===== config.mk =====
export PLATFORM = sky130hd
export DESIGN_NAME = awce_drive_flat
export DESIGN_NICKNAME = d
export VERILOG_FILES = /design/src/common/awce_pkg.sv /design/src/common/awce_if.sv /design/src/rtl/awce_crc.sv /design/src/rtl/awce_drive.sv /design/src/flat_wrapper.sv
export SDC_FILE = /design/constraint.sdc
export NUM_CORES = 1
export LEC_CHECK = 0
export ABC_AREA = 0
export BUFFER_PORTS_ARGS = -buffer_cell sky130_fd_sc_hd__buf_2
export CORE_ASPECT_RATIO = 0.6
export CORE_UTILIZATION = 40
export CTS_CLUSTER_SIZE = 28
export DETAILED_ROUTE_END_ITERATION = 16
export SYNTH_ARGS = -nofsm -noshare
export SYNTH_HDL_FRONTEND = slang
export SYNTH_SLANG_ARGS = --single-unit
export TNS_END_PERCENT = 20

===== constraint.sdc =====
create_clock -name i_clk -period 7.2 [get_ports i_clk]
set_input_delay 0.72 -clock i_clk [delete_from_list [all_inputs] [get_ports i_clk]]
set_output_delay 0.72 -clock i_clk [all_outputs]
set_load 0.01 [all_outputs]

===== src/common/awce_pkg.sv =====
// constants and types shared by both ends of the write command engine
package awce_pkg;
   // task-file offsets
   localparam logic [8:0] TF_BASE = 9'h1f0;
   localparam logic [8:0] TF_ERR_FEAT = 9'h1f1;
   localparam logic [8:0] TF_SECT_CNT = 9'h1f2;
   localparam logic [8:0] TF_SECT_NUM = 9'h1f3;
   localparam logic [8:0] TF_CYL_LOW = 9'h1f4;
   localparam logic [8:0] TF_CYL_HIGH = 9'h1f5;
   localparam logic [8:0] TF_DRV_HEAD = 9'h1f6;
   localparam logic [8:0] TF_CMD_STAT = 9'h1f7;
   // host register offsets
   localparam logic [3:0] H_STATUS = 4'h0;
   localparam logic [3:0] H_TF_LAST = 4'h7;
   localparam logic [3:0] H_FETCH = 4'h8;
   localparam logic [3:0] H_RESULT = 4'h9;
   // command codes
   localparam logic [7:0] CMD_WR_SECT0 = 8'h30;
   localparam logic [7:0] CMD_WR_SECT1 = 8'h31;
   localparam logic [7:0] CMD_WR_MULT = 8'hc5;
   localparam logic [7:0] CMD_SET_MULT = 8'hc6;
   localparam logic [7:0] CMD_WR_DMA0 = 8'hca;
   localparam logic [7:0] CMD_WR_DMA1 = 8'hcb;
   // status and error fields
   localparam int ST_BSY_BIT = 7;
   localparam int ST_RDY_BIT = 6;
   localparam int ST_DRQ_BIT = 3;
   localparam int ST_ERR_BIT = 0;
   localparam logic [7:0] ER_ABORT = 8'h04;
   localparam logic [7:0] ER_MEDIUM = 8'h40;
   localparam int DH_LBA_BIT = 6;
   // geometry, counts and check-code constants
   localparam logic [8:0] MAX_SECTORS = 9'h100;
   localparam logic [7:0] WORD_LAST = 8'hff;
   localparam logic [7:0] SECT_PER_TRACK = 8'h3f;
   localparam logic [3:0] HEAD_LAST = 4'hf;
   localparam logic [15:0] CRC_POLY = 16'h1021;
   localparam logic [15:0] CRC_INIT = 16'hffff;
   // reset values
   localparam logic [7:0] RST_REG = 8'h00;
   localparam logic [7:0] RST_SECT = 8'h01;
   typedef enum logic [1:0] {MED_DATA = 2'h0, MED_CRC = 2'h1, MED_ECC = 2'h2} awce_med_t;
   typedef enum logic [1:0] {MODE_PIO = 2'h0, MODE_MULT = 2'h1, MODE_DMA = 2'h2} awce_mode_t;
   typedef enum logic [2:0]
   {
      S_IDLE = 3'h0,
      S_SEEK = 3'h1,
      S_XFER = 3'h3,
      S_TAIL = 3'h2,
      S_WAIT = 3'h6
   } awce_state_t;
endpackage


===== src/common/awce_if.sv =====
// task-file and data link between host controller and drive
`timescale 1ns/1ps
interface awce_if;
   logic [8:0] tf_addr;
   logic [7:0] tf_wdata;
   logic tf_wr;
   logic tf_rd;
   logic [7:0] tf_rdata;
   logic [15:0] data;
   logic data_valid;
   logic data_ack;
   logic dmack;
   logic drq;
   logic dmarq;
   logic intrq;
   modport dev
   (
      input tf_addr, tf_wdata, tf_wr, tf_rd, data, data_valid, dmack,
      output tf_rdata, data_ack, drq, dmarq, intrq
   );
   modport host
   (
      output tf_addr, tf_wdata, tf_wr, tf_rd, data, data_valid, dmack,
      input tf_rdata, data_ack, drq, dmarq, intrq
   );
endinterface


===== src/rtl/awce_crc.sv =====
// per-sector crc and ecc accumulator over data words
`timescale 1ns/1ps
module awce_crc
   import awce_pkg::*;
(
   input wire logic i_clk,
   input wire logic i_resetn,
   input wire logic i_clear,
   input wire logic i_valid,
   input wire logic [15:0] i_word,
   output logic [15:0] o_crc,
   output logic [15:0] o_ecc
);
   typedef struct packed
   {
      logic [15:0] crc;
      logic [15:0] ecc;
   } awce_crc_t;
   awce_crc_t s;
   awce_crc_t next_s;
   logic [16:0][15:0] chain;

   assign chain[0] = s.crc;
   // one bit per stage so a whole word folds in one cycle
   genvar gi;
   generate
      for (gi = 0; gi < 16; gi++)
      begin : g_bit
         assign chain[gi + 1] = {chain[gi][14:0], 1'b0} ^
            ((chain[gi][15] ^ i_word[15 - gi]) ? CRC_POLY : 16'h0000);
      end
   endgenerate

   always_comb
   begin
      next_s = s;
      if (i_clear)
      begin
         next_s.crc = CRC_INIT;
         next_s.ecc = 16'h0000;
      end
      else if (i_valid)
      begin
         next_s.crc = chain[16];
         next_s.ecc = {s.ecc[14:0], s.ecc[15]} ^ i_word;
      end
   end

   always_ff @(posedge i_clk or negedge i_resetn)
   begin
      if (!i_resetn)
         s <= '{crc: CRC_INIT, ecc: 16'h0000};
      else
         s <= next_s;
   end

   assign o_crc = s.crc;
   assign o_ecc = s.ecc;
endmodule


===== src/rtl/awce_drive.sv =====
// drive end: task file, write command decode, sector sequencing
`timescale 1ns/1ps
module awce_drive
   import awce_pkg::*;
(
   input wire logic i_clk,
   input wire logic i_resetn,
   awce_if.dev bus,
   input wire logic i_seek_done,
   input wire logic i_sect_done,
   input wire logic i_sect_err,
   output logic o_seek,
   output logic [15:0] o_seek_cyl,
   output logic [3:0] o_head,
   output logic [7:0] o_sector,
   output logic o_med_valid,
   output logic [15:0] o_med_word,
   output logic [1:0] o_med_kind
);
   typedef struct packed
   {
      awce_state_t st;
      awce_mode_t mode;
      logic [7:0] sc;
      logic [7:0] sn;
      logic [7:0] cl;
      logic [7:0] ch;
      logic [7:0] dh;
      logic [7:0] err;
      logic [7:0] blk;
      logic errf;
      logic bsy;
      logic drq;
      logic dmarq;
      logic intrq;
      logic [8:0] rem;
      logic [7:0] inblk;
      logic [7:0] wcnt;
      logic tail;
      logic [15:0] cur_cyl;
      logic [7:0] rdata;
      logic ack;
      logic seek;
      logic medv;
      logic [15:0] medw;
      awce_med_t medk;
   } awce_dev_t;
   awce_dev_t s;
   awce_dev_t next_s;
   logic take;
   logic [15:0] crc;
   logic [15:0] ecc;

   function automatic logic [7:0] awce_first_blk(input logic [7:0] per, input logic [8:0] r);
      logic [7:0] v;
      v = per;
      if ({1'b0, per} > r)
         v = r[7:0];
      return v;
   endfunction

   // address word is {dh, ch, cl, sn}; in lba mode its low 28 bits are the lba
   function automatic logic [31:0] awce_step(input logic [31:0] a);
      logic [31:0] r;
      r = a;
      if (a[24 + DH_LBA_BIT])
         r[27:0] = a[27:0] + 28'h0000001;
      else if (a[7:0] != SECT_PER_TRACK)
         r[7:0] = a[7:0] + 8'h01;
      else
      begin
         r[7:0] = RST_SECT;
         if (a[27:24] != HEAD_LAST)
            r[27:24] = a[27:24] + 4'h1;
         else
         begin
            r[27:24] = 4'h0;
            r[23:8] = a[23:8] + 16'h0001;
         end
      end
      return r;
   endfunction

   assign take = (s.st == S_XFER) && bus.data_valid && !s.ack && (s.mode != MODE_DMA || bus.dmack);

   awce_crc u_crc
   (
      .i_clk(i_clk),
      .i_resetn(i_resetn),
      .i_clear(s.st == S_WAIT),
      .i_valid(take),
      .i_word(bus.data),
      .o_crc(crc),
      .o_ecc(ecc)
   );

   always_comb
   begin
      logic go;
      logic arm;
      logic irq;
      logic [8:0] rem_v;
      logic [7:0] per;
      logic [31:0] nxt;
      go = 1'b0;
      arm = 1'b0;
      irq = 1'b0;
      rem_v = 9'h000;
      per = (s.mode == MODE_MULT) ? s.blk : 8'h01;
      nxt = awce_step({s.dh, s.ch, s.cl, s.sn});
      next_s = s;
      next_s.ack = 1'b0;
      next_s.seek = 1'b0;
      next_s.medv = 1'b0;
      if (bus.tf_rd)
      begin
         case (bus.tf_addr)
            TF_ERR_FEAT: next_s.rdata = s.err;
            TF_SECT_CNT: next_s.rdata = s.sc;
            TF_SECT_NUM: next_s.rdata = s.sn;
            TF_CYL_LOW: next_s.rdata = s.cl;
            TF_CYL_HIGH: next_s.rdata = s.ch;
            TF_DRV_HEAD: next_s.rdata = s.dh;
            TF_CMD_STAT:
            begin
               next_s.rdata = 8'h00;
               next_s.rdata[ST_BSY_BIT] = s.bsy;
               next_s.rdata[ST_RDY_BIT] = !s.bsy;
               next_s.rdata[ST_DRQ_BIT] = s.drq;
               next_s.rdata[ST_ERR_BIT] = s.errf;
               // reading status acknowledges the interrupt
               next_s.intrq = 1'b0;
            end
            default: next_s.rdata = 8'h00;
         endcase
      end
      // writes while busy are dropped; the host must wait for busy to fall
      if (bus.tf_wr && !s.bsy)
      begin
         case (bus.tf_addr)
            TF_SECT_CNT: next_s.sc = bus.tf_wdata;
            TF_SECT_NUM: next_s.sn = bus.tf_wdata;
            TF_CYL_LOW: next_s.cl = bus.tf_wdata;
            TF_CYL_HIGH: next_s.ch = bus.tf_wdata;
            TF_DRV_HEAD: next_s.dh = bus.tf_wdata;
            TF_CMD_STAT:
            begin
               next_s.err = 8'h00;
               next_s.errf = 1'b0;
               rem_v = (s.sc == 8'h00) ? MAX_SECTORS : {1'b0, s.sc};
               next_s.rem = rem_v;
               next_s.wcnt = 8'h00;
               next_s.tail = 1'b0;
               nxt = {s.dh, s.ch, s.cl, s.sn};
               go = 1'b1;
               case (bus.tf_wdata)
                  CMD_WR_SECT0, CMD_WR_SECT1: next_s.mode = MODE_PIO;
                  CMD_WR_MULT: next_s.mode = MODE_MULT;
                  CMD_WR_DMA0, CMD_WR_DMA1: next_s.mode = MODE_DMA;
                  CMD_SET_MULT:
                  begin
                     next_s.blk = s.sc;
                     next_s.intrq = 1'b1;
                     go = 1'b0;
                  end
                  default: go = 1'b0;
               endcase
               if ((bus.tf_wdata == CMD_WR_MULT && s.blk == 8'h00) || (!go && bus.tf_wdata != CMD_SET_MULT))
               begin
                  next_s.err = ER_ABORT;
                  next_s.errf = 1'b1;
                  next_s.intrq = 1'b1;
                  go = 1'b0;
               end
               next_s.bsy = go;
               next_s.inblk = awce_first_blk((bus.tf_wdata == CMD_WR_MULT) ? s.blk : 8'h01, rem_v);
            end
            default: next_s.sc = s.sc;
         endcase
      end
      case (s.st)
         S_IDLE: next_s.st = S_IDLE;
         S_SEEK:
         begin
            if (i_seek_done)
            begin
               next_s.cur_cyl = {s.ch, s.cl};
               arm = 1'b1;
            end
         end
         S_XFER:
         begin
            if (take)
            begin
               next_s.ack = 1'b1;
               next_s.medv = 1'b1;
               next_s.medw = bus.data;
               next_s.medk = MED_DATA;
               next_s.wcnt = s.wcnt + 8'h01;
               if (s.wcnt == WORD_LAST)
               begin
                  next_s.st = S_TAIL;
                  if (s.mode != MODE_DMA && s.inblk == 8'h01)
                     next_s.drq = 1'b0;
                  if (s.rem == 9'h001)
                     next_s.dmarq = 1'b0;
               end
            end
         end
         S_TAIL:
         begin
            next_s.medv = 1'b1;
            next_s.tail = !s.tail;
            next_s.medw = s.tail ? ecc : crc;
            next_s.medk = s.tail ? MED_ECC : MED_CRC;
            if (s.tail)
               next_s.st = S_WAIT;
         end
         S_WAIT:
         begin
            if (i_sect_done && i_sect_err)
            begin
               // address still names the failing sector; nothing further is asked for
               next_s.err = ER_MEDIUM;
               next_s.errf = 1'b1;
               next_s.sc = 8'(s.rem - 9'h001);
               next_s.drq = 1'b0;
               next_s.dmarq = 1'b0;
               next_s.bsy = 1'b0;
               next_s.intrq = 1'b1;
               next_s.st = S_IDLE;
            end
            else if (i_sect_done && s.rem == 9'h001)
            begin
               next_s.sc = 8'h00;
               next_s.bsy = 1'b0;
               next_s.intrq = 1'b1;
               next_s.st = S_IDLE;
            end
            else if (i_sect_done)
            begin
               next_s.rem = s.rem - 9'h001;
               next_s.sc = 8'(s.rem - 9'h001);
               next_s.wcnt = 8'h00;
               go = 1'b1;
               if (s.inblk == 8'h01)
               begin
                  next_s.inblk = awce_first_blk(per, s.rem - 9'h001);
                  irq = (s.mode != MODE_DMA);
               end
               else
                  next_s.inblk = s.inblk - 8'h01;
            end
         end
         default: next_s.st = S_IDLE;
      endcase
      if (go)
      begin
         {next_s.dh, next_s.ch, next_s.cl, next_s.sn} = nxt;
         next_s.intrq = next_s.intrq | irq;
         if (nxt[23:8] != s.cur_cyl)
         begin
            next_s.st = S_SEEK;
            next_s.seek = 1'b1;
         end
         else
            arm = 1'b1;
      end
      if (arm)
      begin
         next_s.st = S_XFER;
         if (next_s.mode == MODE_DMA)
            next_s.dmarq = 1'b1;
         else
            next_s.drq = 1'b1;
      end
   end

   always_ff @(posedge i_clk or negedge i_resetn)
   begin
      if (!i_resetn)
      begin
         s <= '0;
         s.st <= S_IDLE;
         s.sn <= RST_SECT;
      end
      else
         s <= next_s;
   end

   assign bus.tf_rdata = s.rdata;
   assign bus.data_ack = s.ack;
   assign bus.drq = s.drq;
   assign bus.dmarq = s.dmarq;
   assign bus.intrq = s.intrq;
   assign o_seek = s.seek;
   assign o_seek_cyl = {s.ch, s.cl};
   assign o_head = s.dh[3:0];
   assign o_sector = s.sn;
   assign o_med_valid = s.medv;
   assign o_med_word = s.medw;
   assign o_med_kind = s.medk;
endmodule


===== src/flat_wrapper.sv =====
// flat-port wrapper written by rule: the top's interface ports become plain ports
module awce_drive_flat import awce_pkg::*;
  (i_clk, i_resetn, i_seek_done, i_sect_done, i_sect_err, o_seek, o_seek_cyl, o_head, o_sector, o_med_valid, o_med_word, o_med_kind, bus_tf_addr, bus_tf_wdata, bus_tf_wr, bus_tf_rd, bus_data, bus_data_valid, bus_dmack, bus_tf_rdata, bus_data_ack, bus_drq, bus_dmarq, bus_intrq);
  awce_if bus_i ();
  input wire logic i_clk;
  input wire logic i_resetn;
  input wire logic i_seek_done;
  input wire logic i_sect_done;
  input wire logic i_sect_err;
  output logic o_seek;
  output logic [15:0] o_seek_cyl;
  output logic [3:0] o_head;
  output logic [7:0] o_sector;
  output logic o_med_valid;
  output logic [15:0] o_med_word;
  output logic [1:0] o_med_kind;
  input wire logic [$bits(bus_i.tf_addr)-1:0] bus_tf_addr;
  input wire logic [$bits(bus_i.tf_wdata)-1:0] bus_tf_wdata;
  input wire logic [$bits(bus_i.tf_wr)-1:0] bus_tf_wr;
  input wire logic [$bits(bus_i.tf_rd)-1:0] bus_tf_rd;
  input wire logic [$bits(bus_i.data)-1:0] bus_data;
  input wire logic [$bits(bus_i.data_valid)-1:0] bus_data_valid;
  input wire logic [$bits(bus_i.dmack)-1:0] bus_dmack;
  output wire logic [$bits(bus_i.tf_rdata)-1:0] bus_tf_rdata;
  output wire logic [$bits(bus_i.data_ack)-1:0] bus_data_ack;
  output wire logic [$bits(bus_i.drq)-1:0] bus_drq;
  output wire logic [$bits(bus_i.dmarq)-1:0] bus_dmarq;
  output wire logic [$bits(bus_i.intrq)-1:0] bus_intrq;
  assign bus_i.tf_addr = bus_tf_addr;
  assign bus_i.tf_wdata = bus_tf_wdata;
  assign bus_i.tf_wr = bus_tf_wr;
  assign bus_i.tf_rd = bus_tf_rd;
  assign bus_i.data = bus_data;
  assign bus_i.data_valid = bus_data_valid;
  assign bus_i.dmack = bus_dmack;
  assign bus_tf_rdata = bus_i.tf_rdata;
  assign bus_data_ack = bus_i.data_ack;
  assign bus_drq = bus_i.drq;
  assign bus_dmarq = bus_i.dmarq;
  assign bus_intrq = bus_i.intrq;
  awce_drive u_core (.i_clk(i_clk), .i_resetn(i_resetn), .bus(bus_i), .i_seek_done(i_seek_done), .i_sect_done(i_sect_done), .i_sect_err(i_sect_err), .o_seek(o_seek), .o_seek_cyl(o_seek_cyl), .o_head(o_head), .o_sector(o_sector), .o_med_valid(o_med_valid), .o_med_word(o_med_word), .o_med_kind(o_med_kind));
endmodule

After elaboration in Yosys (flattened, before gate mapping)
Cells that the tools add are included.
{"block": "word_totals", "register_bits": 169, "wordCells": 255, "out_inout_bits": 60, "in_bits": 42}
{"block": "op_classes", "addsub": 7, "order_cmp": 2, "mux": 116, "reduce_logical": 38, "n_eq_ne": 29, "bitwise_logic": 35}
{"operator": "$xor A16 B13 Y16", "n": 16}
{"operator": "$mux W13", "n": 16}
{"operator": "$mux W8", "n": 19}
{"operator": "$mux W32", "n": 4}
{"operator": "$mux W25", "n": 3}
{"operator": "$eq A9 B9 Y1 const B", "n": 7}
{"operator": "$mux W60", "n": 1}
{"operator": "$mux W28", "n": 2}
{"operator": "$pmux W8 S7", "n": 1}
{"operator": "$mux W27", "n": 2}
{"operator": "$eq A8 B8 Y1 const B", "n": 5}
{"operator": "$mux W1", "n": 39}
{"operator": "$pmux W19 S2", "n": 1}
{"operator": "$mux W18", "n": 2}
{"operator": "$mux W16", "n": 2}
{"operator": "$add A28 B1 Y28 const B", "n": 1}
{"operator": "$mux W3", "n": 9}
{"operator": "$mux W20", "n": 1}
{"operator": "$mux W19", "n": 1}
{"operator": "$gt A8 B9 Y1", "n": 2}
{"operator": "$reduce_bool A2 Y1", "n": 9}
{"operator": "$add A16 B1 Y16 const B", "n": 1}
{"operator": "$add A8 B1 Y8 const B", "n": 2}
{"operator": "$eq A8 B6 Y1 const B", "n": 2}
{"operator": "36 further kinds", "n": 79}

Depth between registers and ports, before layout
{"block": "logic_depth", "word_depth": 50, "depth_mapped": 14, "depth_no_buf": 13}

Hierarchy
From an unflattened synthesis, not the netlist that was laid out.
{"block": "unflattened", "hier_cells": 1222, "hier_area_um2": 11145.7}
{"mod": "awce_drive", "area_each_um2": 9221.3, "seq_area_each_um2": 3429.5, "cells_per_inst": 1039, "n_inst": 1}
{"mod": "awce_crc", "area_each_um2": 1924.3, "seq_area_each_um2": 820.8, "cells_per_inst": 183, "n_inst": 1}

Worst setup path after synthesis
No wires, ideal clock.
{"block": "synth_path", "path_kind": "input to register", "start": "input bus_tf_wdata[3]", "end": "register u_core.s[55] (netlist bit)", "path_stages": 13, "arrival_time_ps": 3394, "setup_ps": 123, "path_slack_ps": 3683, "t_required_ps": 7077, "path_buffers": 1, "cell_sequence": "buf_2 or2_1 nor3_1 and2_1 ha_1 nor2b_1 o21a_1 o21ai_0 a21o_1 a21oi_1 mux2_2 o21ai_0 nand2_1"}
{"item": "start, declared", "line_no": "flat_wrapper.sv:18", "text": "input wire logic [$bits(bus_i.tf_wdata)-1:0] bus_tf_wdata;"}
{"item": "end signal, assigned", "line_no": "awce_drive.sv:288", "text": "s <= next_s;"}
{"item": "end, declared", "line_no": "awce_drive.sv:48", "text": "awce_dev_t s;"}

Worst setup path after layout
{"block": "layout_path", "start": "register u_core.s[136] (netlist bit)", "end": "register u_core.s (netlist bit u_core.o_head[2])"}
{"block": "layout_via", "elab_chain_len": 4, "word_cells_on_any_way": 7, "cone_classes": "eq/ne (2); mux (2); reduce/logical (3)"}
{"item": "$eq A3 B3 Y1 (*)", "line_no": "awce_drive.sv:181", "text": "case (s.st)"}
{"item": "$mux W1 (*)", "line_no": "awce_drive.sv:181"}
{"item": "$ne A3 B3 Y1 (no line) or $reduce_bool A2 Y1 (tied branches)"}
{"item": "$reduce_and A3 Y1 (no line)"}
Every way passes the cells marked *; elsewhere a longest branch is shown, timed or not.
A chain may end at the register's enable or synchronous reset.

==> key figures <==
Drt
  • Iteration-0 DRC Markers: about 1.3k
  • Routed vias/inst: 5.92
  • Post-route antenna net violation count: 0
  • Drt drc: 0
  • DR WL/cell: approximately 21 um
  • Total Wirelength: ~35 mm
  • DR vias: 9557
  • Pre-antenna DRT Iters: 7

Power
  • P per Cell Area: around 390 nW/um2
  • Peak supply drop: 0.269 mV
  • LEAKAGE: 5.23 nW

Timing
  • Slew Viols, Final: 0
  • Fin. Hold Viols: 0
  • Setup TNS Final: 0 ns
  • Tightest Pin Transition: 0.986 ns
  • Worst slew margin: about a third
  • Max Fclk: ~0.26 GHz
  • Fin crit share: 53.8%
  • Setup violators final: 0
  • Min Tclk post-route: between 3 and 4 ns
  • RSZ-0062 raised after global routing: false
  • Clock Skews: 0.0109 ns
  • Hold_ws: 0.377 ns

Cells and area
  • Multi-input gate area in the final layout: 6030 um2
  • Layout area overhead: 8.53%
  • Final Util: 45.0%
  • Fin nets: 1307
  • Ratio of cells with drive above 1 in the final layout: 18.2%
  • Filler cells: 2616
  • Register area: 4250 um2

Synth
  • Yosys warnings: 0
  • Post-synth cell types: 85
  • Cell count after synthesis: 1224
  • Seq/Total Area, Yosys: 38.1%
  • Synthesized net count: 1290
  • #FFs+latches synth: ~170
  • Post-synth ARST share: between 90% and 100%
  • Top FF cell, synth: dfrtp_1
  • Syn Area/Cell: 9.11 um2
  • Number of enable flip-flop cells after synthesis: 0
  • Cell area after synthesis: 11100 um2

CTS
  • Clock sink total: 169
  • H-tree Lvls: 4
  • Worst skew pair latency: 0.45 ns
  • Reg clk slew, reported paths: 0.07 ns
  • Post CTS Setup Buffer Count: 0
  • Number of gates resized after CTS: 0
  • Cts hold-fix bufs: 0
  • CTS tree: yes
  • Bufs on Longest Clock Path: 2
  • Root Buffer: clkbuf_16
  • Cts bufs inserted: 17

Critical path
  • Setup Crit Path Kind: register to register
  • Reg2Reg Launch Point: u_core.s[136]
  • Crit-path max FO: 21
  • CP Capture Type: register
  • CP startpoint: u_core.s[136]
  • WP data arrival: around 4.2 ns
  • Critical Path RT: 7.54 ns
  • Register-to-register path setup slack: 3.33 ns
  • Worst setup SP type: register
  • R2r endpoint: u_core.o_head[2]
  • Worst R2R Path Depth: 8

Floorplan
  • Row count: 46
  • Die X: 218 um
  • Die Y: 131 um
  • Num ports: 102
  • Die area: 28600 um2
  • Initial core utilization: about two fifths
  • Core area: 26900 um2

Placement
  • GPL Wtd Cong: 0.952
  • Port Buf Inserts: 101
  • DP Wirelength: ~25 mm

Outcome
  • Outcome: completed

GRT
  • Grt ovf: 0
  • Largest net degree at the start of global routing: 98
  • Initial antenna violation count: 1
  • Via count of the first global-routing pass: around 8.7k
  • GRT Resource Usage Total: 24.7%
  • First-pass GRT wire length: 53.8 mm

Worst hold path
  • Hold crit path type: input pin to async pin

Run
  • Max Cap Viol: 0
[cells by family (layout without fill, tap and decap cells)]
kind of cell	count (synthesis)	after routing	synth area share (%)
AND/OR/NAND/NOR	386	386	18.0
AO/OA/AOI/OAI	323	323	18.9
multiplexers	70	70	6.68
adder cells (fa/ha/maj)	24	24	2.69
buffers and inverters	154	184	7.85
other	0	1	0
XOR/XNOR	98	98	7.77
flip-flops	169	169	38.1
[critical path: stages, from the launching register on]
cell	delay (ns)
dfrtp_1	0.44
and3b_1	0.41
and2_1	0.41
nand2_1	0.65
o21a_1	0.74
and3_1	0.53
nor2_2	0.11
o21bai_1	0.17
a221o_1	0.30
[placed cells by master (no fill, tap or decap), types with 4 or more instances in the layout]
cell       instances
a211oi_1          11
nor4_1             7
o221ai_1           4
xor2_1            23
a22oi_1           37
a221o_1            6
o21a_1             6
and2_1            22
dfrtp_1          152
nand4_1           12
clkbuf_16         17
a21oi_1           71
a32oi_1            5
nor2b_1            8
ha_1              24
dfstp_2           17
and3_1            21
buf_4             14
inv_1             36
a222oi_1           5
xnor2_1           74
buf_2            100
nor2_1            69
inv_6              5
nand2_1          100
o211ai_1           5
mux2i_1           35
nor3b_1            5
nand3_1           61
o22ai_1           16
nand2b_1          13
nor3_1            31
mux2_2            35
a211o_1            4
o31ai_1            4
o21ai_0          110
[area by class of cell]
| class | instances | share of cell area [%] |
|---|---|---|
| Multi-Input combinational cell | 901 | 49.8 |
| Sequential cell | 169 | 35.1 |
| Timing Repair Buffer | 115 | 5.10 |
| Tap cell | 360 | 3.72 |
| Clock buffer | 17 | 3.52 |
| Clock inverter | 15 | 1.54 |
| Inverter | 37 | 1.15 |
| Antenna cell | 1 | 0.0207 |
[sequential cells by signal (all words and copies together), names as in the netlist, 2 cells and up]
signal	count
u_core.o_med_word	16
u_core.o_med_kind	2
u_core.o_seek_cyl	16
u_core.u_crc.o_ecc	16
u_core.s	77
u_core.u_crc.o_crc	16
u_core.o_head	4
u_core.bus.tf_rdata	8
u_core.o_sector	8
[synth_stat cells (4+ instances only)]
library cell	count	area, um2
and2_1	22	138
o22ai_1	16	100
mux2_2	35	394
o21ai_0	110	551
o221ai_1	4	35.0
nor3b_1	6	45.0
xor2_1	23	201
nor4_1	7	43.8
a22oi_1	37	278
inv_1	36	135
nor2b_1	8	50.1
a21oi_1	71	355
xnor2_1	74	648
dfstp_2	17	447
buf_2	8	40.0
o31ai_1	4	30.0
a211oi_1	11	82.6
buf_1	6	22.5
nor2_1	69	259
nand2b_1	13	81.3
nor3_1	31	155
clkbuf_1	34	128
a32oi_1	5	43.8
ha_1	24	300
nand4_1	12	75.1
a211o_1	4	35.0
nand2_1	100	375
a221o_1	6	60.1
buf_6	6	67.6
and3_1	21	131
buf_4	61	458
o21a_1	6	45.0
dfrtp_1	152	3800
a222oi_1	5	50.1
o211ai_1	5	37.5
nand3_1	61	305
mux2i_1	35	350
[worst max-delay path by stage]
stage / end / slack (ns) / cells past startpoint
after global routing: u_core.o_sector[4] / 3.06 / 8
after global placement: u_core.s[55] / 3.40 / 14
after detailed placement: u_core.s[55] / 3.36 / 14
after floorplan: u_core.s[55] / 3.68 / 13
final: u_core.o_head[2] / 3.33 / 8
after CTS: u_core.o_head[2] / 3.41 / 8
[per-layer routing]
| metal | GRT usage [%] | vias up | share of wire [%] |
|---|---|---|---|
| met1 | 41.4 | 4666 | 52 |
| met5 | 0 | - | 0 |
| met2 | 28.3 | 445 | 36 |
| li1 | - | 4421 | - |
| met4 | 4.26 | 0 | 0.75 |
| met3 | 9.03 | 25 | 11 |
[report_power, final]
group	switching, mW	internal (mW)
registers	0.470	1.28
logic	1.13	0.862
clock network	0.436	0.553
[stage by stage]
stage	power (mW)	std cells	area, um2	setup WS [ns]
floorplan	3.18	1224	11100	3.68
detailed placement	3.70	1582	11500	3.36
CTS	4.71	1614	12100	3.41
finish	4.73	1615	12100	3.33
global route	5.04	1614	12100	3.06
global placement	3.69	1582	11500	3.40
Note: power is estimated with default switching activity, not from simulation.
